### src/hdl/urx_pkg.sv
// Purpose: Shared constants and types for the receive error status block.
// Assumes: APB with 32-bit data, one aligned word per register.
// Notes:   Line control field layout is local to this block.
package urx_pkg;
   // Register byte addresses
   localparam logic [11:0] ADDR_DATA      = 12'h000;
   localparam logic [11:0] ADDR_STATUS    = 12'h004;
   localparam logic [11:0] ADDR_DIVISOR   = 12'h024;
   localparam logic [11:0] ADDR_LINE_CTRL = 12'h02C;

   // Status field positions
   localparam int STAT_OVERRUN = 3;
   localparam int STAT_BREAK   = 2;
   localparam int STAT_PARITY  = 1;
   localparam int STAT_FRAMING = 0;
   localparam int DATA_FLAG_LSB = 8;

   // Line control field positions
   localparam int LCR_PAR_EN   = 1;
   localparam int LCR_EVEN     = 2;
   localparam int LCR_FIFO_EN  = 4;
   localparam int LCR_WLEN_LSB = 5;
   localparam int LCR_STICK    = 7;

   // Reset values
   localparam logic [7:0]  LCR_RESET   = 8'h00;
   localparam logic [15:0] DIV_RESET   = 16'h0000;
   localparam logic [3:0]  FLAGS_RESET = 4'h0;

   // Oversampling: last tick of a bit and the tick that marks mid start bit
   localparam logic [3:0] OS_LAST = 4'hF;
   localparam logic [3:0] OS_HALF = 4'h7;

   typedef enum logic [2:0] {
      URX_IDLE,
      URX_START,
      URX_DATA,
      URX_PARITY,
      URX_STOP,
      URX_BRK_WAIT
   } urx_state_t;
endpackage

### src/hdl/urx_core.sv
// Purpose: UART receiver with sticky receive error status and error clear.
// Assumes: 16x oversampling; divisor sets core_clk cycles per tick minus one.
// Notes:   Status and clear share one address: reads see status, writes clear.
//
// Behaviour
// - Full FIFO on new character sets overrun.
// - Overrun keeps FIFO contents, drops new word.
// - Line low a whole character sets break.
// - Break pushes exactly one zero character.
// - After break, wait for high then start.
// - Break and framing travel with their character.
// - Parity mismatch per line control sets parity.
// - Zero stop bit sets framing error, except on break.
// - Any clear write clears all four flags.
// - Status read-only, upper bits read zero.
// - Status collects flags of every entry read from data.
// - Overrun shows at once in status.
// - Reset clears all four flags.
`timescale 1ns/1ps
module urx_core
#(
   parameter int FIFO_DEPTH = 16
)
(
   // Clock, reset, enable
   input  wire logic        core_clk,
   input  wire logic        reset_n,
   input  wire logic        clk_en,
   // APB slave
   input  wire logic        psel,
   input  wire logic        penable,
   input  wire logic        pwrite,
   input  wire logic [11:0] paddr,
   input  wire logic [31:0] pwdata,
   output logic      [31:0] prdata,
   output logic             pready,
   output logic             pslverr,
   // Serial receive pin
   input  wire logic        rx_pin
);
   localparam int EW = 11;
   logic                rx_s;
   urx_pkg::urx_state_t state;
   urx_pkg::urx_state_t next_state;
   logic [15:0]         tick_cnt;
   logic [15:0]         next_tick_cnt;
   logic [3:0]          os_cnt;
   logic [3:0]          next_os_cnt;
   logic [2:0]          bit_idx;
   logic [2:0]          next_bit_idx;
   logic [7:0]          shift;
   logic [7:0]          next_shift;
   logic                par_bit;
   logic                next_par_bit;
   logic                all_low;
   logic                next_all_low;
   logic                tick;
   logic                sample;
   logic                rx_push;
   logic [EW-1:0]       rx_entry;
   logic                par_exp;
   logic [2:0]          last_idx;
   logic [7:0]          lcr;
   logic [7:0]          next_lcr;
   logic [15:0]         divisor;
   logic [15:0]         next_divisor;
   logic [3:0]          flags;
   logic [3:0]          next_flags;
   logic [31:0]         next_prdata;
   logic                next_pslverr;
   logic                pop_pend;
   logic                next_pop_pend;
   logic                fifo_pop;
   logic [EW-1:0]       fifo_head;
   logic                fifo_empty;
   logic                fifo_full;
   logic                setup;
   logic                access;
   logic                clear_wr;
   urx_sync #(.WIDTH(1)) u_sync
   (
      .core_clk (core_clk),
      .reset_n  (reset_n),
      .clk_en   (clk_en),
      .async_in (rx_pin),
      .sync_out (rx_s)
   );
   urx_fifo #(.WIDTH(EW), .DEPTH(FIFO_DEPTH)) u_fifo
   (
      .core_clk  (core_clk),
      .reset_n   (reset_n),
      .clk_en    (clk_en),
      .fifo_en   (lcr[urx_pkg::LCR_FIFO_EN]),
      .push      (rx_push),
      .push_data (rx_entry),
      .pop       (fifo_pop),
      .head      (fifo_head),
      .empty     (fifo_empty),
      .full      (fifo_full)
   );
   // Freezing with clk_en also stalls the bus rather than losing a transfer
   assign pready   = clk_en;
   assign setup    = psel && !penable;
   assign access   = psel && penable && pready;
   assign clear_wr = access && pwrite && (paddr == urx_pkg::ADDR_STATUS);
   assign fifo_pop = access && !pwrite && pop_pend;
   assign tick     = (tick_cnt == divisor);
   assign sample   = tick && (os_cnt == urx_pkg::OS_LAST);
   assign last_idx = 3'h4 + {1'b0, lcr[urx_pkg::LCR_WLEN_LSB+:2]};
   assign par_exp  = lcr[urx_pkg::LCR_STICK] ? !lcr[urx_pkg::LCR_EVEN]
                   : (lcr[urx_pkg::LCR_EVEN] ? ^shift : !(^shift));
   // Receive state machine
   always_comb
   begin
      next_state    = state;
      next_tick_cnt = tick ? 16'h0000 : tick_cnt + 16'h0001;
      next_os_cnt   = tick ? os_cnt + 4'h1 : os_cnt;
      next_bit_idx  = bit_idx;
      next_shift    = shift;
      next_par_bit  = par_bit;
      next_all_low  = all_low;
      rx_push       = 1'b0;
      rx_entry      = '0;
      unique case (state)
         urx_pkg::URX_IDLE:
         begin
            next_os_cnt   = 4'h0;
            next_tick_cnt = 16'h0000;
            if (!rx_s)
            begin
               next_state = urx_pkg::URX_START;
            end
         end
         urx_pkg::URX_START:
         begin
            if (tick && os_cnt == urx_pkg::OS_HALF)
            begin
               // A glitch shorter than half a bit is not a start bit
               next_state   = rx_s ? urx_pkg::URX_IDLE : urx_pkg::URX_DATA;
               next_os_cnt  = 4'h0;
               next_bit_idx = 3'h0;
               next_shift   = 8'h00;
               next_all_low = 1'b1;
            end
         end
         urx_pkg::URX_DATA:
         begin
            if (sample)
            begin
               next_shift[bit_idx] = rx_s;
               next_all_low        = all_low && !rx_s;
               next_bit_idx        = bit_idx + 3'h1;
               if (bit_idx == last_idx)
               begin
                  next_state = lcr[urx_pkg::LCR_PAR_EN] ? urx_pkg::URX_PARITY : urx_pkg::URX_STOP;
               end
            end
         end
         urx_pkg::URX_PARITY:
         begin
            if (sample)
            begin
               next_par_bit = rx_s;
               next_all_low = all_low && !rx_s;
               next_state   = urx_pkg::URX_STOP;
            end
         end
         urx_pkg::URX_STOP:
         begin
            if (sample)
            begin
               rx_push = 1'b1;
               if (!rx_s && all_low)
               begin
                  // Break: one zero character only, then hold off
                  rx_entry   = {1'b1, 2'b00, 8'h00};
                  next_state = urx_pkg::URX_BRK_WAIT;
               end
               else
               begin
                  // Flags ride in the entry with their character
                  rx_entry[EW-2] = lcr[urx_pkg::LCR_PAR_EN] && (par_bit != par_exp);
                  rx_entry[EW-3] = !rx_s;
                  rx_entry[7:0]  = shift;
                  next_state     = urx_pkg::URX_IDLE;
               end
            end
         end
         urx_pkg::URX_BRK_WAIT:
         begin
            if (rx_s)
            begin
               next_state = urx_pkg::URX_IDLE;
            end
         end
      endcase
   end

   always_ff @(posedge core_clk)
   begin
      if (!reset_n)
      begin
         state    <= urx_pkg::URX_IDLE;
         tick_cnt <= 16'h0000;
         os_cnt   <= 4'h0;
         bit_idx  <= 3'h0;
         shift    <= 8'h00;
         par_bit  <= 1'b0;
         all_low  <= 1'b0;
      end
      else if (clk_en)
      begin
         state    <= next_state;
         tick_cnt <= next_tick_cnt;
         os_cnt   <= next_os_cnt;
         bit_idx  <= next_bit_idx;
         shift    <= next_shift;
         par_bit  <= next_par_bit;
         all_low  <= next_all_low;
      end
   end

   // Registers, flags and bus answer
   always_comb
   begin
      next_lcr      = lcr;
      next_divisor  = divisor;
      next_flags    = flags;
      next_prdata   = prdata;
      next_pslverr  = pslverr;
      next_pop_pend = pop_pend;
      if (access && pwrite && paddr == urx_pkg::ADDR_LINE_CTRL)
      begin
         next_lcr = pwdata[7:0];
      end
      if (access && pwrite && paddr == urx_pkg::ADDR_DIVISOR)
      begin
         next_divisor = pwdata[15:0];
      end
      if (clear_wr)
      begin
         next_flags = urx_pkg::FLAGS_RESET;
      end
      // Sets are applied after the clear so a coincident event survives
      if (rx_push && fifo_full)
      begin
         next_flags[urx_pkg::STAT_OVERRUN] = 1'b1;
      end
      if (fifo_pop)
      begin
         next_flags[urx_pkg::STAT_BREAK]   = next_flags[urx_pkg::STAT_BREAK] | fifo_head[EW-1];
         next_flags[urx_pkg::STAT_PARITY]  = next_flags[urx_pkg::STAT_PARITY] | fifo_head[EW-2];
         next_flags[urx_pkg::STAT_FRAMING] = next_flags[urx_pkg::STAT_FRAMING] | fifo_head[EW-3];
      end
      if (setup)
      begin
         next_prdata   = 32'h0000_0000;
         next_pslverr  = 1'b0;
         next_pop_pend = 1'b0;
         unique case (paddr)
            urx_pkg::ADDR_DATA:
            begin
               next_pop_pend = !pwrite && !fifo_empty;
               if (!fifo_empty)
               begin
                  next_prdata[EW:0] = {flags[urx_pkg::STAT_OVERRUN], fifo_head};
               end
            end
            urx_pkg::ADDR_STATUS:
            begin
               next_prdata[3:0] = flags;
            end
            urx_pkg::ADDR_DIVISOR:
            begin
               next_prdata[15:0] = divisor;
            end
            urx_pkg::ADDR_LINE_CTRL:
            begin
               next_prdata[7:0] = lcr;
            end
            default:
            begin
               next_pslverr = 1'b1;
            end
         endcase
      end
   end

   always_ff @(posedge core_clk)
   begin
      if (!reset_n)
      begin
         lcr      <= urx_pkg::LCR_RESET;
         divisor  <= urx_pkg::DIV_RESET;
         flags    <= urx_pkg::FLAGS_RESET;
         prdata   <= 32'h0000_0000;
         pslverr  <= 1'b0;
         pop_pend <= 1'b0;
      end
      else if (clk_en)
      begin
         lcr      <= next_lcr;
         divisor  <= next_divisor;
         flags    <= next_flags;
         prdata   <= next_prdata;
         pslverr  <= next_pslverr;
         pop_pend <= next_pop_pend;
      end
   end
endmodule

### src/hdl/urx_fifo.sv
// Purpose: Receive FIFO holding each character with its own error flags.
// Assumes: DEPTH is a power of two.
// Notes:   With fifo_en low it behaves as a one-word holding register.
`timescale 1ns/1ps
module urx_fifo
#(
   parameter int WIDTH = 11,
   parameter int DEPTH = 16
)
(
   // Clock and reset
   input  wire logic             core_clk,
   input  wire logic             reset_n,
   input  wire logic             clk_en,
   // Mode
   input  wire logic             fifo_en,
   // Fill side
   input  wire logic             push,
   input  wire logic [WIDTH-1:0] push_data,
   // Drain side
   input  wire logic             pop,
   output logic      [WIDTH-1:0] head,
   output logic                  empty,
   output logic                  full
);
   localparam int AW = $clog2(DEPTH);

   logic [WIDTH-1:0] mem [DEPTH];
   logic [AW-1:0]    wr_ptr;
   logic [AW-1:0]    rd_ptr;
   logic [AW:0]      count;
   logic [AW-1:0]    next_wr_ptr;
   logic [AW-1:0]    next_rd_ptr;
   logic [AW:0]      next_count;
   logic             do_push;
   logic             do_pop;

   assign empty = (count == '0);
   assign full  = fifo_en ? (count == (AW+1)'(DEPTH)) : !empty;
   assign head  = mem[rd_ptr];

   always_comb
   begin
      // A push into a full store is dropped so stored words stay intact
      do_push     = push && !full;
      do_pop      = pop && !empty;
      next_wr_ptr = do_push ? wr_ptr + 1'b1 : wr_ptr;
      next_rd_ptr = do_pop ? rd_ptr + 1'b1 : rd_ptr;
      next_count  = count + (AW+1)'(do_push) - (AW+1)'(do_pop);
   end

   always_ff @(posedge core_clk)
   begin
      if (!reset_n)
      begin
         wr_ptr <= '0;
         rd_ptr <= '0;
         count  <= '0;
      end
      else if (clk_en)
      begin
         wr_ptr <= next_wr_ptr;
         rd_ptr <= next_rd_ptr;
         count  <= next_count;
      end
   end

   always_ff @(posedge core_clk)
   begin
      if (clk_en && do_push)
      begin
         mem[wr_ptr] <= push_data;
      end
   end
endmodule

### src/hdl/urx_sync.sv
// Purpose: Two-stage synchroniser for pin inputs.
// Assumes: Input is asynchronous to core_clk.
// Notes:   Idle level of a serial line is high, so both stages reset high.
`timescale 1ns/1ps
module urx_sync
#(
   parameter int WIDTH = 1
)
(
   // Clock and reset
   input  wire logic             core_clk,
   input  wire logic             reset_n,
   input  wire logic             clk_en,
   // Data
   input  wire logic [WIDTH-1:0] async_in,
   output logic      [WIDTH-1:0] sync_out
);
   logic [WIDTH-1:0] stage1;

   always_ff @(posedge core_clk)
   begin
      if (!reset_n)
      begin
         stage1   <= '1;
         sync_out <= '1;
      end
      else if (clk_en)
      begin
         stage1   <= async_in;
         sync_out <= stage1;
      end
   end
endmodule

### config.mk
export PLATFORM = sky130hd
export DESIGN_NAME = urx_core
export DESIGN_NICKNAME = d
export VERILOG_FILES = /design/src/hdl/urx_pkg.sv /design/src/hdl/urx_core.sv /design/src/hdl/urx_fifo.sv /design/src/hdl/urx_sync.sv
export SDC_FILE = /design/constraint.sdc
export NUM_CORES = 1
export LEC_CHECK = 0
export BUFFER_PORTS_ARGS = -buffer_cell sky130_fd_sc_hd__buf_4
export CAP_MARGIN = 10
export CORE_MARGIN = 5
export CORE_UTILIZATION = 55
export DETAILED_ROUTE_END_ITERATION = 16
export GPL_TIMING_DRIVEN = 0
export PLACE_DENSITY_LB_ADDON = 0.3
export REMOVE_ABC_BUFFERS = 1
export SETUP_SLACK_MARGIN = 0.3
export SYNTH_ARGS = -nofsm -noshare
export SYNTH_HDL_FRONTEND = slang
export SYNTH_HIERARCHICAL = 1
export SYNTH_SLANG_ARGS = --single-unit
### constraint.sdc
create_clock -name core_clk -period 7.5 [get_ports core_clk]
set_input_delay 0.75 -clock core_clk [delete_from_list [all_inputs] [get_ports core_clk]]
set_output_delay 0.75 -clock core_clk [all_outputs]
set_load 0.05 [all_outputs]
; ---- Yosys cells after proc, flatten, opt, wreduce, memory -nomap -nowiden
; Memories as Yosys holds them, arrays and structs flattened. A register that Yosys moved wholly into a read port is not among the register bits.
; Index checks and enable logic that the tools add are counted.
[word_totals]
reg_bits = 97
latchBits = 0
mem_bits_rw = 176
mem_bits_ro = 0
inputBits = 51
output_inout_bits = 34
wordCells = 151
memories = 1
[classes]
addsub = 8
multipliers = 0
div_mod_pow = 0
magnitude_cmp = 2
eq_ne = 22
shifts = 0
mux = 51
n_bitwise = 3
n_reduce_logical = 45
[mem_list]
columns = memory, words, word_bits, rd, rd_clocked_by_memory_dff, wr, line_no
row1 = u_fifo.mem, 16, 11, 1, 1, 1, urx_fifo.sv:28  ; logic [WIDTH-1:0] mem [DEPTH];
[op_table]
columns = op, count
row1 = $mux W3, 12
row2 = $mux W16, 2
row3 = $eq A12 B6 Y1 const B, 2
row4 = $mux W4, 6
row5 = $mux W11, 2
row6 = $logic_and A1 B1 Y1, 19
row7 = $pmux W3 S6, 1
row8 = $add A16 B1 Y16 const B, 1
row9 = $eq A16 B16 Y1, 1
row10 = $mux W8, 2
row11 = $pmux W4 S2, 2
row12 = $pmux W4 S4, 1
row13 = $pmux W8 S2, 1
row14 = $mux W1, 14
row15 = $add A4 B1 Y4 const B, 3
row16 = $eq A12 B3 Y1 const B, 1
row17 = $logic_not A12 Y1, 1
row18 = $mux W12, 1
row19 = $ne A2 B2 Y1 const B, 6
row20 = $pmux W4 S3, 1
row21 = $reduce_and A2 Y1, 6
row22 = $mux W10, 1
row23 = $bwmux W8, 1
row24 = $reduce_and A4 Y1, 2
row25 = 29 further kinds, 42

; ---- Longest topological paths before layout
; Gate-level depths: netlist (run 1).
[logic_depth]
word_depth = 9
depth_mapped = 16
depth_no_buf = 15

; ---- Cells and area by module
; Netlist (run 1), hierarchy kept.
[modules_own_cells]
columns = module, instances, cells_per_inst, area_per_inst_um2, seq_area_each_um2
row1 = urx_fifo, 1, 396, 7652.3, 5625.4
row2 = urx_core, 1, 510, 4339.2, 1641.6
row3 = urx_sync, 1, 6, 67.6, 40.0

; ---- Worst setup path before layout (run 1)
; No wires, ideal clock.
[synth_timing]
path_kind = reg2reg
start = register tick_cnt[0]
end = register u_fifo.count[4]
setup_time_ns = 0.072
arrival_ns = 3.282
t_required_ns = 7.428
slack_ns = 4.146
stages_incl_launch_ff = 17
n_path_buf = 1
synth_period_minus_slack_ns = 3.354
path_cell_list = dfxtp_1 -> xnor2_1 -> nand4_1 -> nor4_4 -> buf_4 -> nand4_2 -> inv_1 -> nand2b_1 -> ha_1 -> inv_1 -> ha_1 -> inv_1 -> fa_1 -> nand2b_1 -> a21oi_1 -> mux2i_1 -> mux2i_1
[synth_between]
elab_chain_len = 7
[synth_rtl]
columns = element, line_no
row1 = "start, declared", urx_core.sv:45  ; logic [15:0] tick_cnt;
row2 = "start signal, assigned", urx_core.sv:214  ; tick_cnt <= next_tick_cnt;
row3 = $eq A16 B16 Y1, urx_core.sv:107  ; assign tick = (tick_cnt == divisor);
row4 = $logic_and A1 B1 Y1, urx_core.sv:108  ; assign sample = tick && (os_cnt == urx_pkg::OS_LAST);
row5 = $mux W1, urx_core.sv:170  ; if (sample)
row6 = $mux W1, urx_core.sv:124  ; unique case (state)
row7 = net rx_push, urx_core.sv:59  ; logic rx_push;
row8 = $logic_and A1 B1 Y1, urx_fifo.sv:45  ; do_push = push && !full;
row9 = $add A5 B1 Y5, urx_fifo.sv:49  ; next_count = count + (AW+1)'(do_push) - (AW+1)'(do_pop);
row10 = $sub A5 B1 Y5, urx_fifo.sv:49
row11 = "end signal, assigned", urx_fifo.sv:64  ; count <= next_count;
row12 = "end, declared", urx_fifo.sv:31  ; logic [AW:0] count;
; The timed path passes the listed nets, and every way through them passes these cells.
; A chain may end at the register's enable or synchronous reset.

; ---- Worst setup path in the final report (run 1)
[layout_timing]
start = register tick_cnt[11]
end = register u_fifo.count[4]
; The elaborated chain is that of the path after synthesis.

==> results.yml, run 1 <==
clock_network:
  cts.htree.levels: 1
  cts_resized: 0
  postCtsSetupBuffers: 0
  cts_root_buf: "clkbuf_16"
  cts_hold_buffers: 0
  clock_path_buffers: 3
  cts_tree: "yes"
  clk_latency_ns: 0.56
  clock_sinks: 277
  cts_buffers: 28
  clk_pin_slew_ns: 0.06
drt:
  route.met2.wl_um: 12280
  drc_errors: 0
  drt-initial-drc-count: 737
  first_pass_iters: 8
  via_count: 7334
  routed_wl_um: 25550
  wl_met1_um: 11020
  detail-route-antenna-nets: 0
  topRoutingLayerUsed: "met4"
  wl_met3_um: 1769
  via_per_inst: 5.816
  wl_per_cell_um: 20.26
power_and_ir_drop:
  sw_frac_of_total_pct: 21.25
  power.density_nw_per_um2: 224.0
  p_leak_nw: 4.944
  p_seq_share_pct: 52.8
  power_report.internal_total_mw: 2.404
  combPwrFrac_pct: 3.6
  total_power_mw: 3.053
  p_clk_share_pct: 43.5
  power.net_switching_mw: 0.6487
  vdd_drop_max_v: 0.0002907
sta:
  slew_violations: 0
  setup_tns_ns: 0
  hold_viol: 0
  min_period_ns: 4.238
  worst_pin_slew_ns: 1.151
  fin_worst_skew_ns: 0.01314
  rsz0062_at_grt: "false"
  period_share_pct: 56.50
  setup_viol: 0
  relSlewSlack_pct: 22.95
  fmax_ghz: 0.2360
worst_setup_path:
  crit_end: "u_fifo/count[4]"
  reg2reg_setup_slack_ns: 3.26
  rr_startpoint: "tick_cnt[11]"
  crit_arrival_ns: 4.72
  worstPathMaxFanout: 15
  start_kind: "register"
  cp.required_ns: 7.98
  crit_type: "register to register"
  r2r_end: "u_fifo/count[4]"
  crit_start: "tick_cnt[11]"
  end_kind: "register"
  rr_worst_depth: 15
synthesis:
  synth.most_common_cell: "edfxtp_1"
  yosys-top-cells-count: "176 x edfxtp_1, 101 x dfxtp_1, 81 x nand2_1"
  synthArstFlopShare_pct: 0
  synth_area_leaders: "edfxtp_1 44%, dfxtp_1 17%, mux4_2 8.2%"
  synthCells: 912
  ys.warnings.count: 6
  synth.distinct_cells: 57
  avgSynthCellArea_um2: 13.22
  synth-edff-count: 176
  ys_seq_area_share_pct: 60.59
  yosys.area.top_type: "edfxtp_1"
  syn-cell-area_um2: 12060
  ys_ff_latch: 277
  synth_top_area_share_pct: 43.83
  synth_ff_type: "edfxtp_1"
status:
  status: "finished, final reports clean"
die:
  start_util_pct: 55.60
  die_h_um: 158.1
  die-area_um2: 24990
  row_count: 54
  pin_count: 85
  coreArea_um2: 21690
  die_w_um: 158.1
cells_and_area:
  antennaDiodeCount: 0
  fin_nets: 1027
  drive_above_1_share_pct: 17.23
  area_growth_pct: 13.01
run:
  drv_cap: 0
hold_path:
  worstHoldStart: "rx_pin"
  hp-class: "input pin to register"
place:
  dp_hpwl_um: 17190
  routabilityCongestion: 0.8186
  port_buffers: 52
global_route:
  grt_max_degree: 87
  grt_pass1_vias: 7337
  grt_pass1_wl_um: 40400
  antenna_found_initial: 0
  track_usage_pct: 20.78
  grt_overflow: 0
==> layout by cell type, fill, tap and decap left out, types with 29 or more instances in the layout <==
master / Yosys / routed
edfxtp_1: 176 / 176
dfxtp_1: 101 / 99
nand2_1: 81 / 81
buf_4: 19 / 52
nor2_1: 47 / 47
mux4_2: 44 / 44
nor2b_1: 33 / 33
nand3_1: 31 / 31
xnor2_1: 29 / 29
==> power groups by stage <==
stage	Sequential, mW	Clock (mW)	Combinational [mW]
after floorplan	1.65	0	0.0650
after global placement	1.65	0	0.107
after detailed placement	1.65	0	0.111
after CTS	1.61	1.35	0.111
after global routing	1.61	1.42	0.121
final	1.61	1.33	0.111
==> area by class of cell <==
type	instances	area (um^2)
clock buffer	39	772.0
clock inverter	13	117.6
fill	1617	8060
inverter	23	86.33
multi-input combinational	567	4462
sequential	277	7312
tap	280	350.3
timing repair buffer	62	528.0
==> sequential cells by signal, indices dropped and copies added, names as in the netlist, named ones only <==
| register | flops |
|---|---|
| u_fifo/mem | 176 |
| divisor | 16 |
| prdata | 16 |
| tick_cnt | 16 |
| lcr | 8 |
| shift | 8 |
| u_fifo/count | 5 |
| flags | 4 |
| os_cnt | 4 |
| u_fifo/rd_ptr | 4 |
| u_fifo/wr_ptr | 4 |
| bit_idx | 3 |
| state | 3 |
| all_low | 1 |
| par_bit | 1 |
| pop_pend | 1 |
| pslverr | 1 |
| u_sync/stage1 | 1 |
| u_sync/sync_out | 1 |
==> how the worst min path moves through the flow <==
stage / endpoint / slack, ns / depth (start not counted)
after global routing: u_sync/stage1 / 0.43 / 3
after CTS: u_sync/stage1 / 0.41 / 3
after detailed placement: prdata[0] / 0.46 / 2
final: u_sync/stage1 / 0.43 / 3
after global placement: prdata[14] / 0.45 / 2
after floorplan: u_sync/stage1 / 0.44 / 2
==> metal layers <==
layer	global-route usage (%)	vias up
met4	4.752	0
met1	29.87	3609
met3	3.034	38
li1	-	3438
met2	34.05	249
met5	0	-
==> per-stage QoR <==
step / hold WS [ns] / area (um^2) / setup WS [ns] / instances / utilization [%]
after floorplan: 0.4399 / 11800 / 4.065 / 867 / -
after global placement: 0.4521 / 12540 / 2.627 / 1199 / 57.82
after detailed placement: 0.4596 / 12730 / 3.291 / 1209 / 58.71
after CTS: 0.4096 / 13620 / 3.243 / 1261 / 62.81
after global routing: 0.4310 / 13630 / 2.820 / 1261 / 62.84
final: 0.4273 / 13630 / 3.262 / 1261 / 62.84
==> cell families (layout without fill, tap and decap cells) <==
group / Yosys count / in the layout / share of synthesized area [%]
AO/OA/AOI/OAI: 126 / 126 / 7.429
adder cells (fa/ha/maj): 17 / 17 / 1.826
buffers and inverters: 83 / 137 / 3.331
other: 1 / 16 / 0.03110
XOR/XNOR: 50 / 50 / 3.631
multiplexers: 72 / 72 / 10.54
AND/OR/NAND/NOR: 286 / 286 / 12.62
flip-flops: 277 / 277 / 60.59
==> worst max-delay path: stages (launching register included) <==
cell      delay, ns
dfxtp_1        0.42
xnor2_1        0.16
nand4_1        0.17
nor4_4         0.87
nand4_2        0.30
inv_1          0.23
nand2b_1       0.23
ha_1           0.34
inv_1          0.05
ha_1           0.16
inv_1          0.06
fa_1           0.40
nand2b_1       0.17
a21oi_1        0.16
mux2i_1        0.24
mux2i_1        0.19
No activity file was read; power rests on OpenSTA's default activity.
==> run 2, diff against run 1 <==
Clock period 7.5 ns to 4.3 ns, I/O delays scaled along.
==> run 2 against run 1 <==
Compared with the run above: critical path depth up 1; largest power group unchanged; sequential cell count unchanged; final cell count up 0.16%; routed wire length up 0.21%; sequential share of layout area down 0.059 points; die area unchanged; power up 74%; via count about the same; clock power up 74%; register-to-register slack worse by 2.7 ns; core utilization up 0.069 points.
==> results.yml, run 2 (same netlist as run 1, synthesis figures left out) <==
status:
  status: "finished, final reports clean"
drt:
  via_per_inst: 5.806
  wl_per_cell_um: 20.27
  drt-initial-drc-count: 783
  detail-route-antenna-nets: 0
  routed_wl_um: 25610
  via_count: 7333
  drc_errors: 0
  first_pass_iters: 5
clock_network:
  clock_sinks: 277
  cts_hold_buffers: 0
  cts_tree: "yes"
  cts.htree.levels: 1
  clk_pin_slew_ns: 0.06
  clk_latency_ns: 0.56
  clock_path_buffers: 3
  cts_root_buf: "clkbuf_16"
  cts_buffers: 28
  cts_resized: 0
power_and_ir_drop:
  p_leak_nw: 4.953
  sw_frac_of_total_pct: 21.27
  p_clk_share_pct: 43.5
  power.density_nw_per_um2: 390.4
  power_report.internal_total_mw: 4.194
  combPwrFrac_pct: 3.7
  p_seq_share_pct: 52.8
  power.net_switching_mw: 1.133
  vdd_drop_max_v: 0.0005071
  total_power_mw: 5.326
worst_setup_path:
  slowest_delay_ns: 0.45
  crit_type: "register to register"
  crit_arrival_ns: 4.21
  rr_startpoint: "tick_cnt[5]"
  end_kind: "register"
  path_buf_inv: 4
  crit_start: "tick_cnt[5]"
  cp.required_ns: 4.78
  path_cells: "xnor2_1, nand4_1, nor4_4, buf_4, nand4_2, inv_1, nand2b_1, ha_1, inv_1, ha_1, inv_1, fa_1, nand2b_1, a21oi_1, mux2i_1, mux2i_1"
  cp_slowest_cell: "dfxtp_1"
  worstPathMaxFanout: 6
  critical_path.top_delay_family: "simple AND/OR/NAND/NOR gates"
  start_kind: "register"
  cp_common_cell: "inv_1"
cells_and_area:
  fill_cells: 1617
  area_growth_pct: 13.14
  mostFrequentLayoutCells: "176 x edfxtp_1, 99 x dfxtp_1, 81 x nand2_1"
  fin_cells: 1263
  antennaDiodeCount: 0
  multiInputGateArea_um2: 4462
  largest_reg_flops: 176
  fin_nets: 1029
  regMostFlops: "u_fifo/mem"
  final_common_cell: "edfxtp_1"
  seq_area_um2: 7312
  drive_above_1_share_pct: 17.40
sta:
  period_share_pct: 86.53
  whs_ns: 0.1074
  relSlewSlack_pct: 24.15
  fin_worst_skew_ns: 0.01432
  setup_viol: 0
  min_period_ns: 3.721
  worst_pin_slew_ns: 1.132
  fmax_ghz: 0.2688
  fin_ws_ns: 0.5793
  slew_violations: 0
  hold_viol: 0
  rsz0062_at_grt: "false"
place:
  dp_slack_ns: 0.09100
  routabilityCongestion: 0.8186
  port_buffers: 52
  dp_hpwl_um: 17190
  place_inst: 1209
hold_path:
  hp-class: "input pin to register"
  worstHoldStart: "rx_pin"
die:
  die_w_um: 158.1
  coreArea_um2: 21690
  row_count: 54
  start_util_pct: 55.60
  pin_count: 85
  die_h_um: 158.1
  die-area_um2: 24990
global_route:
  antenna_found_initial: 0
  grt_overflow: 0
  grt_pass1_wl_um: 40480
  track_usage_pct: 20.81
  grt_pass1_vias: 7352
  grt_max_degree: 87
run:
  drv_cap: 0
-- run 2: changes by cell type in the layout (fill, tap and decap cells not counted), sizes merged --
cell	previous run	this run
buf	62	64
-- run 2: worst reg2reg max path, stage by stage, from the launching register on --
cell and delay [ns]:
dfxtp_1 0.45, xnor2_1 0.17, nand4_1 0.17, nor4_4 0.29, buf_4 0.18, nand4_2 0.18, inv_1 0.19, nand2b_1 0.23
ha_1 0.34, inv_1 0.05, ha_1 0.17, inv_1 0.06, fa_1 0.40, nand2b_1 0.17, a21oi_1 0.16, mux2i_1 0.24
mux2i_1 0.19
-- run 2: cell type report --
type	count	area share [%]
Multi-Input combinational cell	567	32.70
Inverter	23	0.6328
Sequential cell	277	53.59
Tap cell	280	2.568
Clock inverter	13	0.8621
Clock buffer	39	5.658
Timing Repair Buffer	64	3.980
-- run 2: power groups by stage --
| stage | logic, mW | registers [mW] | clock network [mW] |
|---|---|---|---|
| floorplan | 0.113 | 2.88 | 0 |
| global placement | 0.187 | 2.87 | 0 |
| detailed placement | 0.193 | 2.87 | 0 |
| CTS | 0.195 | 2.81 | 2.36 |
| global route | 0.212 | 2.81 | 2.48 |
| finish | 0.195 | 2.81 | 2.32 |
-- run 2: what timing repair did --
item	in CTS	in global routing
setup endpoints to repair	46	0
hold endpoints to repair	0	0
setup buffers	2	0
-- run 2: stage by stage --
stage	TNS (ns)	instance area [um^2]	utilization, %
6_report	0	13640	62.91
3_5_place_dp	0	12730	58.71
3_3_place_gp	-24.38	12540	57.82
4_1_cts	0	13640	62.88
5_1_grt	0	13640	62.91
2_1_floorplan	0	11800	-
-- run 2: worst paths after layout --
path | end | slack (ns) | cells after the start
setup / recovery | u_fifo/count[4] | 0.58 | 16
hold / removal | u_sync/stage1 | 0.11 | 3
setup reg to reg | u_fifo/count[4] | 0.58 | 16
hold reg to reg | prdata[14] | 0.47 | 2
-- run 2: routing by layer --
layer	vias up	wire length [um]	track usage (%)
li1	3442	-	-
met2	228	12340	34.17
met3	36	1686	3.034
met4	0	476	4.752
met1	3627	11100	29.85
met5	-	0	0
